File: src/include/bfp_pkg.sv
package bfp_pkg;
  // ---------------------------------------------------------------
  // Timing
  // ---------------------------------------------------------------
  localparam int unsigned CLOCK_HZ = 10_000_000;
  // Delay times in microseconds, neutral defaults
  localparam int unsigned OVC_DET_US = 1000;
  localparam int unsigned OVD_DET_US = 1000;
  localparam int unsigned OVD_REL_US = 1000;
  localparam int unsigned OCR_DET_US = 100;
  localparam int unsigned OCR_REL_US = 1000;
  localparam int unsigned SHC_DET_US = 10;
  localparam int unsigned XCH_DET_US = 100;
  localparam int unsigned XCH_REL_US = 100;
  // Least times round down to whole cycles
  localparam int unsigned OVC_DET_CYC = (OVC_DET_US * (CLOCK_HZ / 1_000_000));
  localparam int unsigned OVD_DET_CYC = (OVD_DET_US * (CLOCK_HZ / 1_000_000));
  localparam int unsigned OVD_REL_CYC = (OVD_REL_US * (CLOCK_HZ / 1_000_000));
  localparam int unsigned OCR_DET_CYC = (OCR_DET_US * (CLOCK_HZ / 1_000_000));
  localparam int unsigned OCR_REL_CYC = (OCR_REL_US * (CLOCK_HZ / 1_000_000));
  localparam int unsigned SHC_DET_CYC = (SHC_DET_US * (CLOCK_HZ / 1_000_000));
  localparam int unsigned XCH_DET_CYC = (XCH_DET_US * (CLOCK_HZ / 1_000_000));
  localparam int unsigned XCH_REL_CYC = (XCH_REL_US * (CLOCK_HZ / 1_000_000));
  // Test mode divides counter delays by this shift
  localparam int unsigned TEST_SHIFT = 6;
  localparam int unsigned CNT_W = 16;

  // Sense node drive
  typedef enum logic [2:0] {
    BFP_NODE_FLOAT = 3'h1,
    BFP_NODE_PULLUP = 3'h2,
    BFP_NODE_PULLDN = 3'h4
  } bfp_node_e;
endpackage

File: src/hdl/bfp_delay.sv
// Qualifying delay counter: done rises after cond has held for limit cycles
module bfp_delay #(
  parameter int unsigned CNT_W = 16
) (
  // Clock and reset
  input wire logic clock,
  input wire logic reset,
  // Condition and length
  input wire logic cond,
  input wire logic [CNT_W-1:0] limit,
  // Result
  output logic done
);
  logic [CNT_W-1:0] count_reg;
  logic [CNT_W-1:0] count_next;
  logic done_reg;
  logic done_next;

  // Count while the condition holds, clear when it drops
  always_comb begin
    count_next = count_reg;
    done_next = done_reg;
    if (!cond) begin
      count_next = '0;
      done_next = 1'b0;
    end else if (!done_reg) begin
      if (count_reg + 1'b1 >= limit) begin
        done_next = 1'b1;
      end else begin
        count_next = count_reg + 1'b1;
      end
    end
  end

  // State registers
  always_ff @(posedge clock) begin
    if (reset) begin
      count_reg <= '0;
      done_reg <= 1'b0;
    end else begin
      count_reg <= count_next;
      done_reg <= done_next;
    end
  end

  assign done = done_reg;

  a_delay_clears: assert property (@(posedge clock) disable iff (reset)
    !cond |=> !done) else $error("delay done without condition");
endmodule // bfp_delay

File: src/hdl/bfp_core.sv
// Behaviour
// - An over-charge arising during over-discharge detection suspends it; over-charge wins.
// - Over-discharge detection restarts if its condition holds after over-charge is entered.
// - Over-discharge after over-charge gives no stand-by, only the supply pull-up on the node.
// - With over-current first, over-discharge and over-current run together and over-discharge runs on.
// - An over-discharge condition before any over-current suspends over-current detection.
// - After over-current the node pulls to ground; a later over-discharge swaps to pull-up and stand-by.
// - Over-discharge as first detection pulls the node up and enters stand-by.
// - Short-circuit detection runs regardless of every other detection.
// - Excessive-charger detection is inhibited during over-discharge, over-current or short.
// - The excessive-charger delay starts only after the discharge gate is high again.
// - Over-charge as first detection leaves the sense node floating.
// - The test input shortens counter delays but not the short-circuit delay.
module bfp_core #(
  parameter int unsigned CNT_W = bfp_pkg::CNT_W,
  parameter int unsigned OVC_DET_CYC = bfp_pkg::OVC_DET_CYC,
  parameter int unsigned OVD_DET_CYC = bfp_pkg::OVD_DET_CYC,
  parameter int unsigned OVD_REL_CYC = bfp_pkg::OVD_REL_CYC,
  parameter int unsigned OCR_DET_CYC = bfp_pkg::OCR_DET_CYC,
  parameter int unsigned OCR_REL_CYC = bfp_pkg::OCR_REL_CYC,
  parameter int unsigned SHC_DET_CYC = bfp_pkg::SHC_DET_CYC,
  parameter int unsigned XCH_DET_CYC = bfp_pkg::XCH_DET_CYC,
  parameter int unsigned XCH_REL_CYC = bfp_pkg::XCH_REL_CYC
) (
  // Clock and reset
  input wire logic clock,
  input wire logic reset,
  // Comparator flags, asynchronous
  input wire logic ovc_cmp,
  input wire logic ovd_cmp,
  input wire logic ocr_cmp,
  input wire logic shc_cmp,
  input wire logic xch_cmp,
  input wire logic test_pin,
  // Gate drives
  output logic dis_gate,
  output logic chg_gate,
  // Sense node switches and mode
  output logic node_pullup,
  output logic node_pulldn,
  output logic standby
);
  // ---------------------------------------------------------------
  // Input synchronisers
  // ---------------------------------------------------------------
  logic [5:0] s1_reg, s2_reg, s3_reg, in_reg;
  logic [5:0] in_next;
  logic [5:0] pins;
  assign pins = {test_pin, xch_cmp, shc_cmp, ocr_cmp, ovd_cmp, ovc_cmp};

  // Accept a change once the second and third stages agree
  always_comb begin
    in_next = in_reg;
    for (int i = 0; i < 6; i++) begin
      if (s2_reg[i] == s3_reg[i]) begin
        in_next[i] = s3_reg[i];
      end
    end
  end

  // Synchroniser registers
  always_ff @(posedge clock) begin
    if (reset) begin
      s1_reg <= 6'h00;
      s2_reg <= 6'h00;
      s3_reg <= 6'h00;
      in_reg <= 6'h00;
    end else begin
      s1_reg <= pins;
      s2_reg <= s1_reg;
      s3_reg <= s2_reg;
      in_reg <= in_next;
    end
  end

  logic ovc_f, ovd_f, ocr_f, shc_f, xch_f, test_f;
  assign {test_f, xch_f, shc_f, ocr_f, ovd_f, ovc_f} = in_reg;

  // ---------------------------------------------------------------
  // Delay lengths
  // ---------------------------------------------------------------
  // Scale a counter delay, shortened in test mode, never below one
  function automatic logic [CNT_W-1:0] scaled(input int unsigned cyc, input logic tst);
    int unsigned v;
    v = tst ? (cyc >> bfp_pkg::TEST_SHIFT) : cyc;
    if (v < 1) v = 1;
    return CNT_W'(v);
  endfunction

  logic [CNT_W-1:0] lim_ovc, lim_ovd, lim_ovdr, lim_ocr, lim_ocrr, lim_shc, lim_xch, lim_xchr;
  assign lim_ovc = scaled(OVC_DET_CYC, test_f);
  assign lim_ovd = scaled(OVD_DET_CYC, test_f);
  assign lim_ovdr = scaled(OVD_REL_CYC, test_f);
  assign lim_ocr = scaled(OCR_DET_CYC, test_f);
  assign lim_ocrr = scaled(OCR_REL_CYC, test_f);
  assign lim_shc = scaled(SHC_DET_CYC, 1'b0);
  assign lim_xch = scaled(XCH_DET_CYC, test_f);
  assign lim_xchr = scaled(XCH_REL_CYC, test_f);

  // ---------------------------------------------------------------
  // Detection state
  // ---------------------------------------------------------------
  logic ovc_reg, ovd_reg, ocr_reg, shc_reg, xch_reg;
  logic ovc_next, ovd_next, ocr_next, shc_next, xch_next;
  logic ocr_first_reg, ocr_first_next;
  logic ovc_first_reg, ovc_first_next;

  // Run conditions for the ovd, ocr and xch counters
  logic ovd_run, ocr_run, xch_run;
  logic ovc_dn, ovd_dn, ovdr_dn, ocr_dn, ocrr_dn, shc_dn, xch_dn, xchr_dn;
  // Over-discharge waits while over-charge is pending but not yet entered
  assign ovd_run = ovd_f && !ovd_reg && !(ovc_f && !ovc_reg);
  // Over-current suspended once over-discharge condition came first
  assign ocr_run = ocr_f && !ocr_reg && !(ovd_f && !ocr_first_reg);
  // Excessive charger only with the discharge gate high and no discharge fault
  assign xch_run = xch_f && !xch_reg && dis_gate && !ovd_reg && !ocr_reg && !shc_reg;

  bfp_delay #(.CNT_W(CNT_W)) u_ovc (.clock(clock), .reset(reset),
    .cond(ovc_f && !ovc_reg), .limit(lim_ovc), .done(ovc_dn));
  bfp_delay #(.CNT_W(CNT_W)) u_ovd (.clock(clock), .reset(reset),
    .cond(ovd_run), .limit(lim_ovd), .done(ovd_dn));
  bfp_delay #(.CNT_W(CNT_W)) u_ovdr (.clock(clock), .reset(reset),
    .cond(ovd_reg && !ovd_f), .limit(lim_ovdr), .done(ovdr_dn));
  bfp_delay #(.CNT_W(CNT_W)) u_ocr (.clock(clock), .reset(reset),
    .cond(ocr_run), .limit(lim_ocr), .done(ocr_dn));
  bfp_delay #(.CNT_W(CNT_W)) u_ocrr (.clock(clock), .reset(reset),
    .cond((ocr_reg || shc_reg) && !ocr_f && !shc_f), .limit(lim_ocrr), .done(ocrr_dn));
  bfp_delay #(.CNT_W(CNT_W)) u_shc (.clock(clock), .reset(reset),
    .cond(shc_f && !shc_reg), .limit(lim_shc), .done(shc_dn));
  bfp_delay #(.CNT_W(CNT_W)) u_xch (.clock(clock), .reset(reset),
    .cond(xch_run), .limit(lim_xch), .done(xch_dn));
  bfp_delay #(.CNT_W(CNT_W)) u_xchr (.clock(clock), .reset(reset),
    .cond(xch_reg && !xch_f), .limit(lim_xchr), .done(xchr_dn));

  // Next detection state
  always_comb begin
    ovc_next = ovc_reg;
    ovd_next = ovd_reg;
    ocr_next = ocr_reg;
    shc_next = shc_reg;
    xch_next = xch_reg;
    ocr_first_next = ocr_first_reg;
    ovc_first_next = ovc_first_reg;
    if (ovc_dn) begin
      ovc_next = 1'b1;
      ovc_first_next = !ovd_reg && !ocr_reg;
    end else if (ovc_reg && !ovc_f) begin
      ovc_next = 1'b0;
    end
    if (ovd_dn) begin
      ovd_next = 1'b1;
    end else if (ovdr_dn) begin
      ovd_next = 1'b0;
    end
    if (ocr_dn) begin
      ocr_next = 1'b1;
    end else if (ocrr_dn) begin
      ocr_next = 1'b0;
    end
    if (shc_dn) begin
      shc_next = 1'b1;
    end else if (ocrr_dn) begin
      shc_next = 1'b0;
    end
    // A discharge fault in effect beats a detection still in flight
    if (ovd_reg || ocr_reg || shc_reg) begin
      xch_next = 1'b0;
    end else if (xch_dn) begin
      xch_next = 1'b1;
    end else if (xchr_dn) begin
      xch_next = 1'b0;
    end
    // Remember whether over-current came before over-discharge
    if (!ocr_f && !ocr_reg) begin
      ocr_first_next = 1'b0;
    end else if (ocr_f && !ovd_f) begin
      ocr_first_next = 1'b1;
    end
  end

  // Detection registers
  always_ff @(posedge clock) begin
    if (reset) begin
      ovc_reg <= 1'b0;
      ovd_reg <= 1'b0;
      ocr_reg <= 1'b0;
      shc_reg <= 1'b0;
      xch_reg <= 1'b0;
      ocr_first_reg <= 1'b0;
      ovc_first_reg <= 1'b0;
    end else begin
      ovc_reg <= ovc_next;
      ovd_reg <= ovd_next;
      ocr_reg <= ocr_next;
      shc_reg <= shc_next;
      xch_reg <= xch_next;
      ocr_first_reg <= ocr_first_next;
      ovc_first_reg <= ovc_first_next;
    end
  end

  // ---------------------------------------------------------------
  // Outputs
  // ---------------------------------------------------------------
  bfp_pkg::bfp_node_e node_next;
  logic dis_next, chg_next, stby_next;

  // Gate and sense node decision
  always_comb begin
    dis_next = !(ovd_reg || ocr_reg || shc_reg);
    chg_next = !(ovc_reg || xch_reg);
    stby_next = 1'b0;
    node_next = bfp_pkg::BFP_NODE_FLOAT;
    if (ovd_reg) begin
      node_next = bfp_pkg::BFP_NODE_PULLUP;
      stby_next = !ovc_reg;
    end else if (ovc_reg && ovc_first_reg) begin
      node_next = bfp_pkg::BFP_NODE_FLOAT;
    end else if (ocr_reg || shc_reg) begin
      node_next = bfp_pkg::BFP_NODE_PULLDN;
    end
  end

  // Output registers
  always_ff @(posedge clock) begin
    if (reset) begin
      dis_gate <= 1'b1;
      chg_gate <= 1'b1;
      node_pullup <= 1'b0;
      node_pulldn <= 1'b0;
      standby <= 1'b0;
    end else begin
      dis_gate <= dis_next;
      chg_gate <= chg_next;
      node_pullup <= (node_next == bfp_pkg::BFP_NODE_PULLUP);
      node_pulldn <= (node_next == bfp_pkg::BFP_NODE_PULLDN);
      standby <= stby_next;
    end
  end

  // ---------------------------------------------------------------
  // Check helpers
  // ---------------------------------------------------------------
  // Ages of the short condition and of the high discharge gate
  logic [CNT_W-1:0] shc_age_reg, shc_age_next;
  logic [CNT_W-1:0] gate_age_reg, gate_age_next;

  // Saturating increment, so a long level never wraps to a short age
  function automatic logic [CNT_W-1:0] sat_inc(input logic [CNT_W-1:0] val);
    return (&val) ? val : val + 1'b1;
  endfunction

  // Count unbroken cycles of each level, restart at zero when it drops
  always_comb begin
    shc_age_next = '0;
    gate_age_next = '0;
    if (shc_f && !shc_reg) begin
      shc_age_next = sat_inc(shc_age_reg);
    end
    if (dis_gate) begin
      gate_age_next = sat_inc(gate_age_reg);
    end
  end

  // Age registers
  always_ff @(posedge clock) begin
    if (reset) begin
      shc_age_reg <= '0;
      gate_age_reg <= '0;
    end else begin
      shc_age_reg <= shc_age_next;
      gate_age_reg <= gate_age_next;
    end
  end

  // ---------------------------------------------------------------
  // Checks
  // ---------------------------------------------------------------
  a_node_exclusive: assert property (@(posedge clock) disable iff (reset)
    !(node_pullup && node_pulldn)) else $error("both node paths on");
  a_ovd_standby: assert property (@(posedge clock) disable iff (reset)
    (ovd_reg && !ovc_reg) |=> (standby && node_pullup)) else $error("no stand-by");
  a_ovc_nostby: assert property (@(posedge clock) disable iff (reset)
    (ovd_reg && ovc_reg) |=> (!standby && node_pullup)) else $error("stand-by in overcharge");
  a_ovd_held: assert property (@(posedge clock) disable iff (reset)
    (ovc_f && !ovc_reg && !ovd_dn) |=> !ovd_dn) else $error("ovd counted while ovc pending");
  a_ocr_suspend: assert property (@(posedge clock) disable iff (reset)
    (ovd_f && !ocr_first_reg && !ocr_dn) |=> !ocr_dn) else $error("ocr counted after ovd");
  a_ovd_parallel: assert property (@(posedge clock) disable iff (reset)
    (ocr_reg && ovd_f && !ovd_reg && !ovc_f) |-> ovd_run) else $error("ovd blocked");
  a_shc_free: assert property (@(posedge clock) disable iff (reset)
    shc_dn |=> shc_reg) else $error("short detection blocked");
  a_shc_gate: assert property (@(posedge clock) disable iff (reset)
    shc_reg |=> !dis_gate) else $error("gate on during short");
  a_xch_inhibit: assert property (@(posedge clock) disable iff (reset)
    (ovd_reg || ocr_reg || shc_reg) |=> !xch_reg) else $error("xch during fault");
  a_xch_gate: assert property (@(posedge clock) disable iff (reset)
    $rose(xch_reg) |-> ($past(gate_age_reg) >= lim_xch)) else $error("xch before gate high");
  a_ovc_float: assert property (@(posedge clock) disable iff (reset)
    (ovc_reg && ovc_first_reg && !ovd_reg) |=> (!node_pullup && !node_pulldn))
    else $error("node not released");
  a_ocr_pulldn: assert property (@(posedge clock) disable iff (reset)
    (ocr_reg && !ovd_reg && !ovc_reg) |=> (node_pulldn && !standby))
    else $error("no ground pull");
  a_test_short: assert property (@(posedge clock) disable iff (reset)
    $rose(shc_dn) |-> (shc_age_reg >= CNT_W'(SHC_DET_CYC))) else $error("shc shortened");
endmodule // bfp_core

File: config.mk
export PLATFORM = sky130hd
export DESIGN_NAME = bfp_core
export DESIGN_NICKNAME = d
export VERILOG_FILES = /design/src/include/bfp_pkg.sv /design/src/hdl/bfp_delay.sv /design/src/hdl/bfp_core.sv
export SDC_FILE = /design/constraint.sdc
export NUM_CORES = 1
export LEC_CHECK = 0
export BUFFER_PORTS_ARGS = -buffer_cell sky130_fd_sc_hd__buf_2
export CAP_MARGIN = 15
export CORE_MARGIN = 2
export CORE_UTILIZATION = 40
export DETAILED_ROUTE_END_ITERATION = 10
export PLACE_DENSITY = 0.62
export SYNTH_ARGS = -nofsm -noshare
export SYNTH_HDL_FRONTEND = slang
export SYNTH_HIERARCHICAL = 1
export SYNTH_SLANG_ARGS = --single-unit
File: constraint.sdc
create_clock -name clock -period 5.67 [get_ports clock]
set_input_delay 0.8505 -clock clock [delete_from_list [all_inputs] [get_ports clock]]
set_output_delay 0.8505 -clock clock [all_outputs]
set_load 0.01 [all_outputs]
==> metrics.csv, run 1 <==
stage;metric;value;unit
logic_synthesis;Synth Register Bits;172;
critical_path;required time of the critical path;5960;ps
min_path;hold path depth;1;
run;MaxCap Viol Count;0;
sta;Final setup viols;0;
logic_synthesis;ranking of synthesized cells by area;dfxtp_1, ha_1, xnor2_1;
grt;GR Overflow Total;0;
floorplanning;die width;184;um
grt;first-pass GRT wire length;45900;um
placement;detailed placement HPWL;19000;um
floorplanning;DIE AREA;0.0337;mm2
pwr;VDD IR max;0.222;mV
clock_network;post-CTS setup buffers;0;
sta;final hold violations;0;
floorplanning;core area;0.0316;mm2
critical_path;crit end category;register;
routing;via count;10600;
final_layout;fraction of layout cells with a size suffix above 1;0.122;
sta;period utilisation layout;0.666;
final_layout;area delta synth->final;8.72;%
clock_network;CTS tree;built;
logic_synthesis;dominant cell type by area after synthesis;dfxtp_1;
grt;largest net degree at the start of global routing;43;
clock_network;clock root buffer;clkbuf_16;
pwr;internal power;0.00195;W
clock_network;number of buffers created by CTS;17;
final_layout;ant diodes;0;
routing;Initial DRT Pass Iterations;5;
clock_network;latest clock arrival within the worst-skew pair;440;ps
logic_synthesis;mux share of post-synthesis cell area;0.0148;
logic_synthesis;number of synthesized flops with an enable pin;0;
critical_path;Arr. time, crit path;4070;ps
grt;Tot GR Track Use;0.163;
pwr;Net Sw Power;0.000596;W
critical_path;RR Endpoint;u_xch/count_reg[8]$_SDFFE_PP0P_;
logic_synthesis;Seq/Total Area, Yosys;0.267;
logic_synthesis;post-synth top area share;0.267;
placement;GP Congestion;0.806;
routing;drt wl/cell;13.6;um
sta;max-slew violations;0;
final_layout;most frequent cells in the layout;dfxtp_1, a21oi_1, ha_1;
routing;met3 wire len;641;um
min_path;Hold EP;s2_reg[2]$_SDFF_PP0_;
sta;unrepaired setup endpoints after global routing;false;
sta;Max Fclk;265;MHz
critical_path;peak fanout along the critical path;28;
logic_synthesis;synth warn;6;
logic_synthesis;synthesized area;0.0129;mm2
grt;initial antenna violation count;0;
pwr;Power per Cell Area;181;mW/mm2
clock_network;H-tree levels;4;
placement;pre-CTS setup slack;1900;ps
clock_network;clk sinks;172;
clock_network;CTS-repair resized insts;0;
routing;met2 layer wire length in the routed design;12300;um
sta;Setup TNS;0;ps
grt;vias in the first global route;9799;
critical_path;CP Launch Type;register;
logic_synthesis;largest family of logic cells by synthesized area;simple AND/OR/NAND/NOR gates;
clock_network;# hold bufs at CTS;0;
routing;antenna-violating nets left;0;
sta;fin worst setup slack;1890;ps
routing;DR iter-0 viols;540;
final_layout;nets;1696;
logic_synthesis;Synth Area per Inst;8.62;um2
routing;met1 WL;13500;um
pwr;Clock power frac;0.493;
min_path;Hold Crit Class;reg2reg;
sta;Final min period;3780;ps
final_layout;commonest non-fill, non-tap cell in the layout;dfxtp_1;
sta;Least-Margin Pin Slew;1070;ps
floorplanning;io pins;13;
clock_network;Reg clk slew, reported paths;70;ps
sta;Worst slew margin;0.281;
final_layout;fillcell total;3112;
logic_synthesis;post-synthesis async set-or-reset flop share;0;
min_path;hold_sp;s1_reg[2]$_SDFF_PP0_;
critical_path;Crit Path Class;reg2reg;
placement;I/O Buffers;12;
clock_network;Max clock buf depth;2;
routing;Via-to-Cell Ratio;5.39;
logic_synthesis;Simple-Gate Fraction of Synth Area;0.240;
routing;final wirelength;26700;um
routing;highest metal used;met4;
logic_synthesis;Most used DFF post-synth;dfxtp_1;
logic_synthesis;Post-Synth XOR/XNOR Area;0.0761;
logic_synthesis;Synth Instances;1495;
logic_synthesis;Synth cell types;66;
critical_path;r2r setup slk;1890;ps
critical_path;Reg2Reg Depth;11;
floorplanning;Die Ht;184;um
floorplanning;initial core utilization;0.407;
critical_path;RR Startpoint;u_xch/count_reg[0]$_SDFFE_PP0P_;
logic_synthesis;Synth Area in Adders;0.132;
logic_synthesis;post-synthesis compound-gate area fraction;0.199;
pwr;Net Sw Frac;0.234;
final_layout;Util after Layout;0.443;
sta;Final Skew;8.25;ps
pwr;Static Leakage;5.29;nW
floorplanning;num rows;65;
routing;# DRC;0;
run_status;status;completed;
pwr;Comb power frac;0.030;
pwr;Seq pwr share;0.478;
-- cell usage after synthesis (7+ instances only) --
cell type / count
buf_1: 7
ha_1: 136
clkbuf_1: 24
nand4_1: 41
a21oi_1: 142
xnor2_1: 86
o21a_1: 24
o21ai_1: 14
mux2i_1: 19
nor4_1: 19
a211oi_1: 8
or4_1: 29
nand3_2: 13
and3_1: 12
a2bb2oi_1: 7
nor2b_1: 31
o31ai_1: 78
nand2b_1: 35
or2_2: 8
o21ai_0: 24
nor3_1: 13
nor2_1: 38
nand4b_1: 7
dfxtp_1: 172
nand2_1: 116
or4_2: 48
or4_4: 7
o41ai_1: 11
or3_1: 7
nand3_1: 44
xor2_1: 26
o31a_2: 12
inv_1: 128
buf_6: 7
-- power groups by stage --
stage / combinational [W] / clock (W) / sequential, W
after detailed placement: 0.0000735 / 0 / 0.00124
after global routing: 0.0000894 / 0.00135 / 0.00121
after floorplan: 0.0000600 / 0 / 0.00124
after CTS: 0.0000741 / 0.00129 / 0.00121
after global placement: 0.0000717 / 0 / 0.00124
final: 0.0000754 / 0.00125 / 0.00121
-- critical path, stage by stage, from the launching register on --
cell     delay (ps)
dfxtp_1         430
ha_1            250
nand3_2         170
nor2_2          230
nand3_1         160
xnor2_1         170
ha_1            300
nand4_2         130
or4_4           600
o31ai_4         840
or4_2           270
a21oi_1          60
-- worst max-delay path by stage --
| stage | cells after the start | startpoint | slack [ps] | end |
|---|---|---|---|---|
| after floorplan | 12 | u_ovdr/count_reg[0]$_SDFFE_PP0P_ | 2680 | u_ovdr/count_reg[10]$_SDFFE_PP0P_ |
| after global placement | 11 | u_ocr/count_reg[0]$_SDFFE_PP0P_ | 1980 | u_ocr/count_reg[11]$_SDFFE_PP0P_ |
| after detailed placement | 11 | u_xch/count_reg[0]$_SDFFE_PP0P_ | 1900 | u_xch/count_reg[8]$_SDFFE_PP0P_ |
| after CTS | 11 | u_xch/count_reg[0]$_SDFFE_PP0P_ | 1870 | u_xch/count_reg[8]$_SDFFE_PP0P_ |
| after global routing | 11 | u_xch/count_reg[0]$_SDFFE_PP0P_ | 1610 | u_xch/count_reg[7]$_SDFFE_PP0P_ |
| final | 11 | u_xch/count_reg[0]$_SDFFE_PP0P_ | 1890 | u_xch/count_reg[8]$_SDFFE_PP0P_ |
-- cell type report --
cell class                      count  area [um2]  area share
Inverter                          128         480      0.0343
Clock inverter                     14         185      0.0132
Tap cell                          402         503      0.0359
Timing Repair Buffer               22         155      0.0111
Multi-Input combinational cell   1211        8820       0.629
Sequential cell                   172        3440       0.246
Clock buffer                       18         429      0.0306
-- cells by family after synthesis --
family,count (synthesis)
buf+inv,186
fa+ha+maj,136
other cells,2
xor+xnor,112
compound gates,361
mux,19
flops,172
simple gates,507
-- routing by layer --
layer  up-vias  track usage
met1      4934        0.218
li1       5547            -
met2        98        0.270
met3        22       0.0287
met4         0       0.0390
met5         -            0
-- per-stage QoR --
| stage | hold slack, ps | instances | area (um2) | total power [W] |
|---|---|---|---|---|
| floorplan | 414 | 1569 | 13200 | 0.00130 |
| global placement | 429 | 1934 | 13400 | 0.00131 |
| CTS | 432 | 1966 | 14000 | 0.00258 |
| detailed placement | 424 | 1934 | 13400 | 0.00132 |
| global route | 461 | 1967 | 14000 | 0.00265 |
| finish | 432 | 1967 | 14000 | 0.00254 |
(Power assumes the default switching activity.)
==> run 2, diff against run 1 <==
ABC_AREA = 1   (was not set)
PLACE_DENSITY = 0.64   (was 0.62)
clock period = 3.4 ns   (was 5.67 ns; I/O delays follow)
==> run 2 against run 1 <==
Against the previous run:
- total power up 64%
- via count up 3.0%
- core utilization is 0.37 points higher
- first-iteration DRC count down 1.3%
- hold slack lost 170 ps
- area after synthesis up 1.7%
- synthesized cell count rose by 25%
- sequential power rose by 68%
- critical endpoint is now u_ovc/count_reg[14]$_SDFFE_PP0P_
- fmax increased by 34%
- die area grew 1.6%
- wire length decreased by 3.5%
- register-to-register slack worse by 1300 ps
==> metrics.csv, run 2 <==
stage;metric;value;unit
logic_synthesis;synth warn;6;
critical_path;CP Launch Type;register;
logic_synthesis;ranking of synthesized cells by area;dfxtp_1, nand2_1, ha_1;
sta;Setup TNS;0;ps
critical_path;Crit Path Class;reg2reg;
pwr;Comb power frac;0.030;
sta;Max Fclk;354;MHz
logic_synthesis;post-synth top area share;0.263;
placement;detailed placement HPWL;19600;um
final_layout;most frequent cells in the layout;nand2_1, inv_1, nor2_1;
clock_network;Max clock buf depth;2;
sta;max-slew violations;0;
clock_network;H-tree levels;4;
clock_network;post-CTS setup buffers;0;
pwr;Seq pwr share;0.487;
sta;fin worst setup slack;579;ps
run;MaxCap Viol Count;0;
logic_synthesis;cell with the most instances after synthesis;nand2_1;
clock_network;clock root buffer;clkbuf_16;
placement;I/O Buffers;12;
floorplanning;core area;0.0324;mm2
min_path;hold_sp;test_pin;
logic_synthesis;dominant cell type by area after synthesis;dfxtp_1;
final_layout;ant diodes;0;
pwr;Net Sw Frac;0.262;
floorplanning;io pins;13;
sta;hold_ws;264;ps
routing;Initial DRT Pass Iterations;5;
sta;Least-Margin Pin Slew;657;ps
min_path;Hold Crit Class;in2reg;
grt;Tot GR Track Use;0.159;
grt;first-pass GRT wire length;45400;um
sta;Final Skew;11.7;ps
pwr;Clock power frac;0.483;
critical_path;crit end category;register;
logic_synthesis;post-synthesis async set-or-reset flop share;0;
clock_network;CTS tree;built;
floorplanning;DIE AREA;0.0342;mm2
logic_synthesis;Synth Register Bits;172;
routing;final wirelength;25800;um
pwr;VDD IR max;0.270;mV
floorplanning;initial core utilization;0.405;
final_layout;Util after Layout;0.447;
floorplanning;num rows;66;
routing;DR iter-0 viols;533;
sta;Final setup viols;0;
pwr;Power per Cell Area;288;mW/mm2
critical_path;slowest CP cell;dfxtp_1;
min_path;Hold EP;s1_reg[5]$_SDFF_PP0_;
grt;initial antenna violation count;0;
critical_path;Crit path depth;16;
sta;period utilisation layout;0.830;
sta;unrepaired setup endpoints after global routing;false;
clock_network;# hold bufs at CTS;0;
logic_synthesis;synthesized area;0.0131;mm2
critical_path;required time of the critical path;3740;ps
clock_network;Reg clk slew, reported paths;80;ps
sta;Final min period;2820;ps
pwr;Static Leakage;7.27;nW
final_layout;fraction of layout cells with a size suffix above 1;0.103;
grt;largest net degree at the start of global routing;33;
logic_synthesis;Most used DFF post-synth;dfxtp_1;
routing;via count;10900;
critical_path;CP peak stage delay;400;ps
critical_path;Reg2Reg Depth;16;
floorplanning;Die Ht;185;um
floorplanning;die width;185;um
critical_path;CP Cell Sequence;ha_1, nand3_2, nor2_2, nand2_2, nor2_4, nand2_1, nand2_1, nand2_1, ha_1, nand2_1, nor3_1, nand2_2, nand2_4, nand2_1, nand2_1, nor2_1;
final_layout;post-route insts no fill;2408;
final_layout;nets;2097;
routing;drt wl/cell;10.7;um
logic_synthesis;Synth cell types;37;
placement;Placed Cells;2375;
logic_synthesis;top cells by count, synth;nand2_1, inv_1, nor2_1;
logic_synthesis;Synth Area per Inst;7.00;um2
clock_network;latest clock arrival within the worst-skew pair;450;ps
logic_synthesis;Seq/Total Area, Yosys;0.263;
grt;GR Overflow Total;0;
pwr;internal power;0.00307;W
clock_network;CTS-repair resized insts;0;
run_status;status;completed;
critical_path;crit path buf inv count;0;
placement;GP Congestion;0.821;
grt;vias in the first global route;10200;
final_layout;fillcell total;3285;
critical_path;peak fanout along the critical path;14;
logic_synthesis;Synth Instances;1873;
clock_network;number of buffers created by CTS;17;
clock_network;clk sinks;172;
routing;# DRC;0;
routing;Via-to-Cell Ratio;4.53;
pwr;Net Sw Power;0.00109;W
sta;final hold violations;0;
critical_path;Arr. time, crit path;3160;ps
routing;antenna-violating nets left;0;
final_layout;commonest non-fill, non-tap cell in the layout;nand2_1;
sta;Worst slew margin;0.560;
critical_path;RR Endpoint;u_ovc/count_reg[14]$_SDFFE_PP0P_;
min_path;hold path depth;3;
critical_path;CP most frequent cell;nand2_1;
critical_path;RR Startpoint;u_ovc/count_reg[0]$_SDFFE_PP0P_;
logic_synthesis;number of synthesized flops with an enable pin;0;
final_layout;area delta synth->final;10.4;%
placement;pre-CTS setup slack;572;ps
critical_path;CP top delay family;simple AND/OR/NAND/NOR gates;
critical_path;r2r setup slk;580;ps
run 2: cell types whose count changed after synthesis, moves of 29 or more:
cell,change
nand3_1,+86
or4_2,-48
xor2_1,+50
inv_1,+196
nand2_1,+346
nor2b_1,-31
xnor2_1,-83
nor2_1,+138
nand2b_1,-35
a21oi_1,-42
or4_1,-29
o31ai_1,-78
run 2: per-layer routing:
metal  wire, um  up-vias  part of all wire  GRT usage
met1      12900     4871              0.50      0.209
met5          0        -                 0          0
li1           -     5925                 -          -
met4        306        0             0.012     0.0422
met3        544       21             0.021     0.0242
met2      12000      102              0.47      0.271
run 2: worst max path at each step:
stage | startpoint | to | slack [ps]
final | u_ovc/count_reg[0]$_SDFFE_PP0P_ | u_ovc/count_reg[14]$_SDFFE_PP0P_ | 580
after CTS | u_ovc/count_reg[0]$_SDFFE_PP0P_ | u_ovc/count_reg[14]$_SDFFE_PP0P_ | 570
after detailed placement | u_ovc/count_reg[0]$_SDFFE_PP0P_ | u_ovc/count_reg[13]$_SDFFE_PP0P_ | 570
after global placement | u_ovc/count_reg[0]$_SDFFE_PP0P_ | u_ovc/count_reg[15]$_SDFFE_PP0P_ | 620
after global routing | u_ovc/count_reg[0]$_SDFFE_PP0P_ | u_ovc/count_reg[14]$_SDFFE_PP0P_ | 280
after floorplan | in_reg[5]$_SDFFE_PP0N_ | u_xchr/count_reg[14]$_SDFFE_PP0P_ | 980
run 2: cells by family (layout without fill, tap and decap cells):
kind of cell | Yosys count | in the layout | synth area share
compound gates | 141 | 141 | 0.0629
xor+xnor | 95 | 95 | 0.0727
fa+ha+maj | 136 | 136 | 0.130
buf+inv | 365 | 384 | 0.113
flops | 172 | 172 | 0.263
other cells | 2 | 76 | 0.000573
simple gates | 962 | 962 | 0.358
run 2: worst register-to-register path: stages (launching register included):
cell and delay [ps]:
dfxtp_1 400, ha_1 230, nand3_2 130, nor2_2 140, nand2_2 90, nor2_4 120
nand2_1 60, nand2_1 60, nand2_1 80, ha_1 280, nand2_1 70, nor3_1 370
nand2_2 270, nand2_4 260, nand2_1 80, nand2_1 70, nor2_1 40
run 2: through the flow:
step / area, um2 / total power [W]
floorplan: 13400 / 0.00217
global placement: 13800 / 0.00219
detailed placement: 13800 / 0.00220
CTS: 14400 / 0.00422
global route: 14500 / 0.00433
finish: 14500 / 0.00416
run 2: cell type report:
| cell class | count | area (um2) | share of cell area |
|---|---|---|---|
| Clock buffer | 17 | 425 | 0.0294 |
| Multi-Input combinational cell | 1410 | 8460 | 0.585 |
| Tap cell | 442 | 553 | 0.0382 |
| Inverter | 328 | 1230 | 0.0851 |
| Timing Repair Buffer | 24 | 154 | 0.0106 |
| Sequential cell | 172 | 3440 | 0.238 |
| Clock inverter | 15 | 196 | 0.0136 |
run 2: power by group through the flow:
stage | registers, W | clock network [W] | logic, W
finish | 0.00203 | 0.00201 | 0.000127
floorplan | 0.00207 | 0 | 0.0000996
global placement | 0.00207 | 0 | 0.000120
detailed placement | 0.00207 | 0 | 0.000125
global route | 0.00203 | 0.00215 | 0.000157
CTS | 0.00203 | 0.00207 | 0.000125
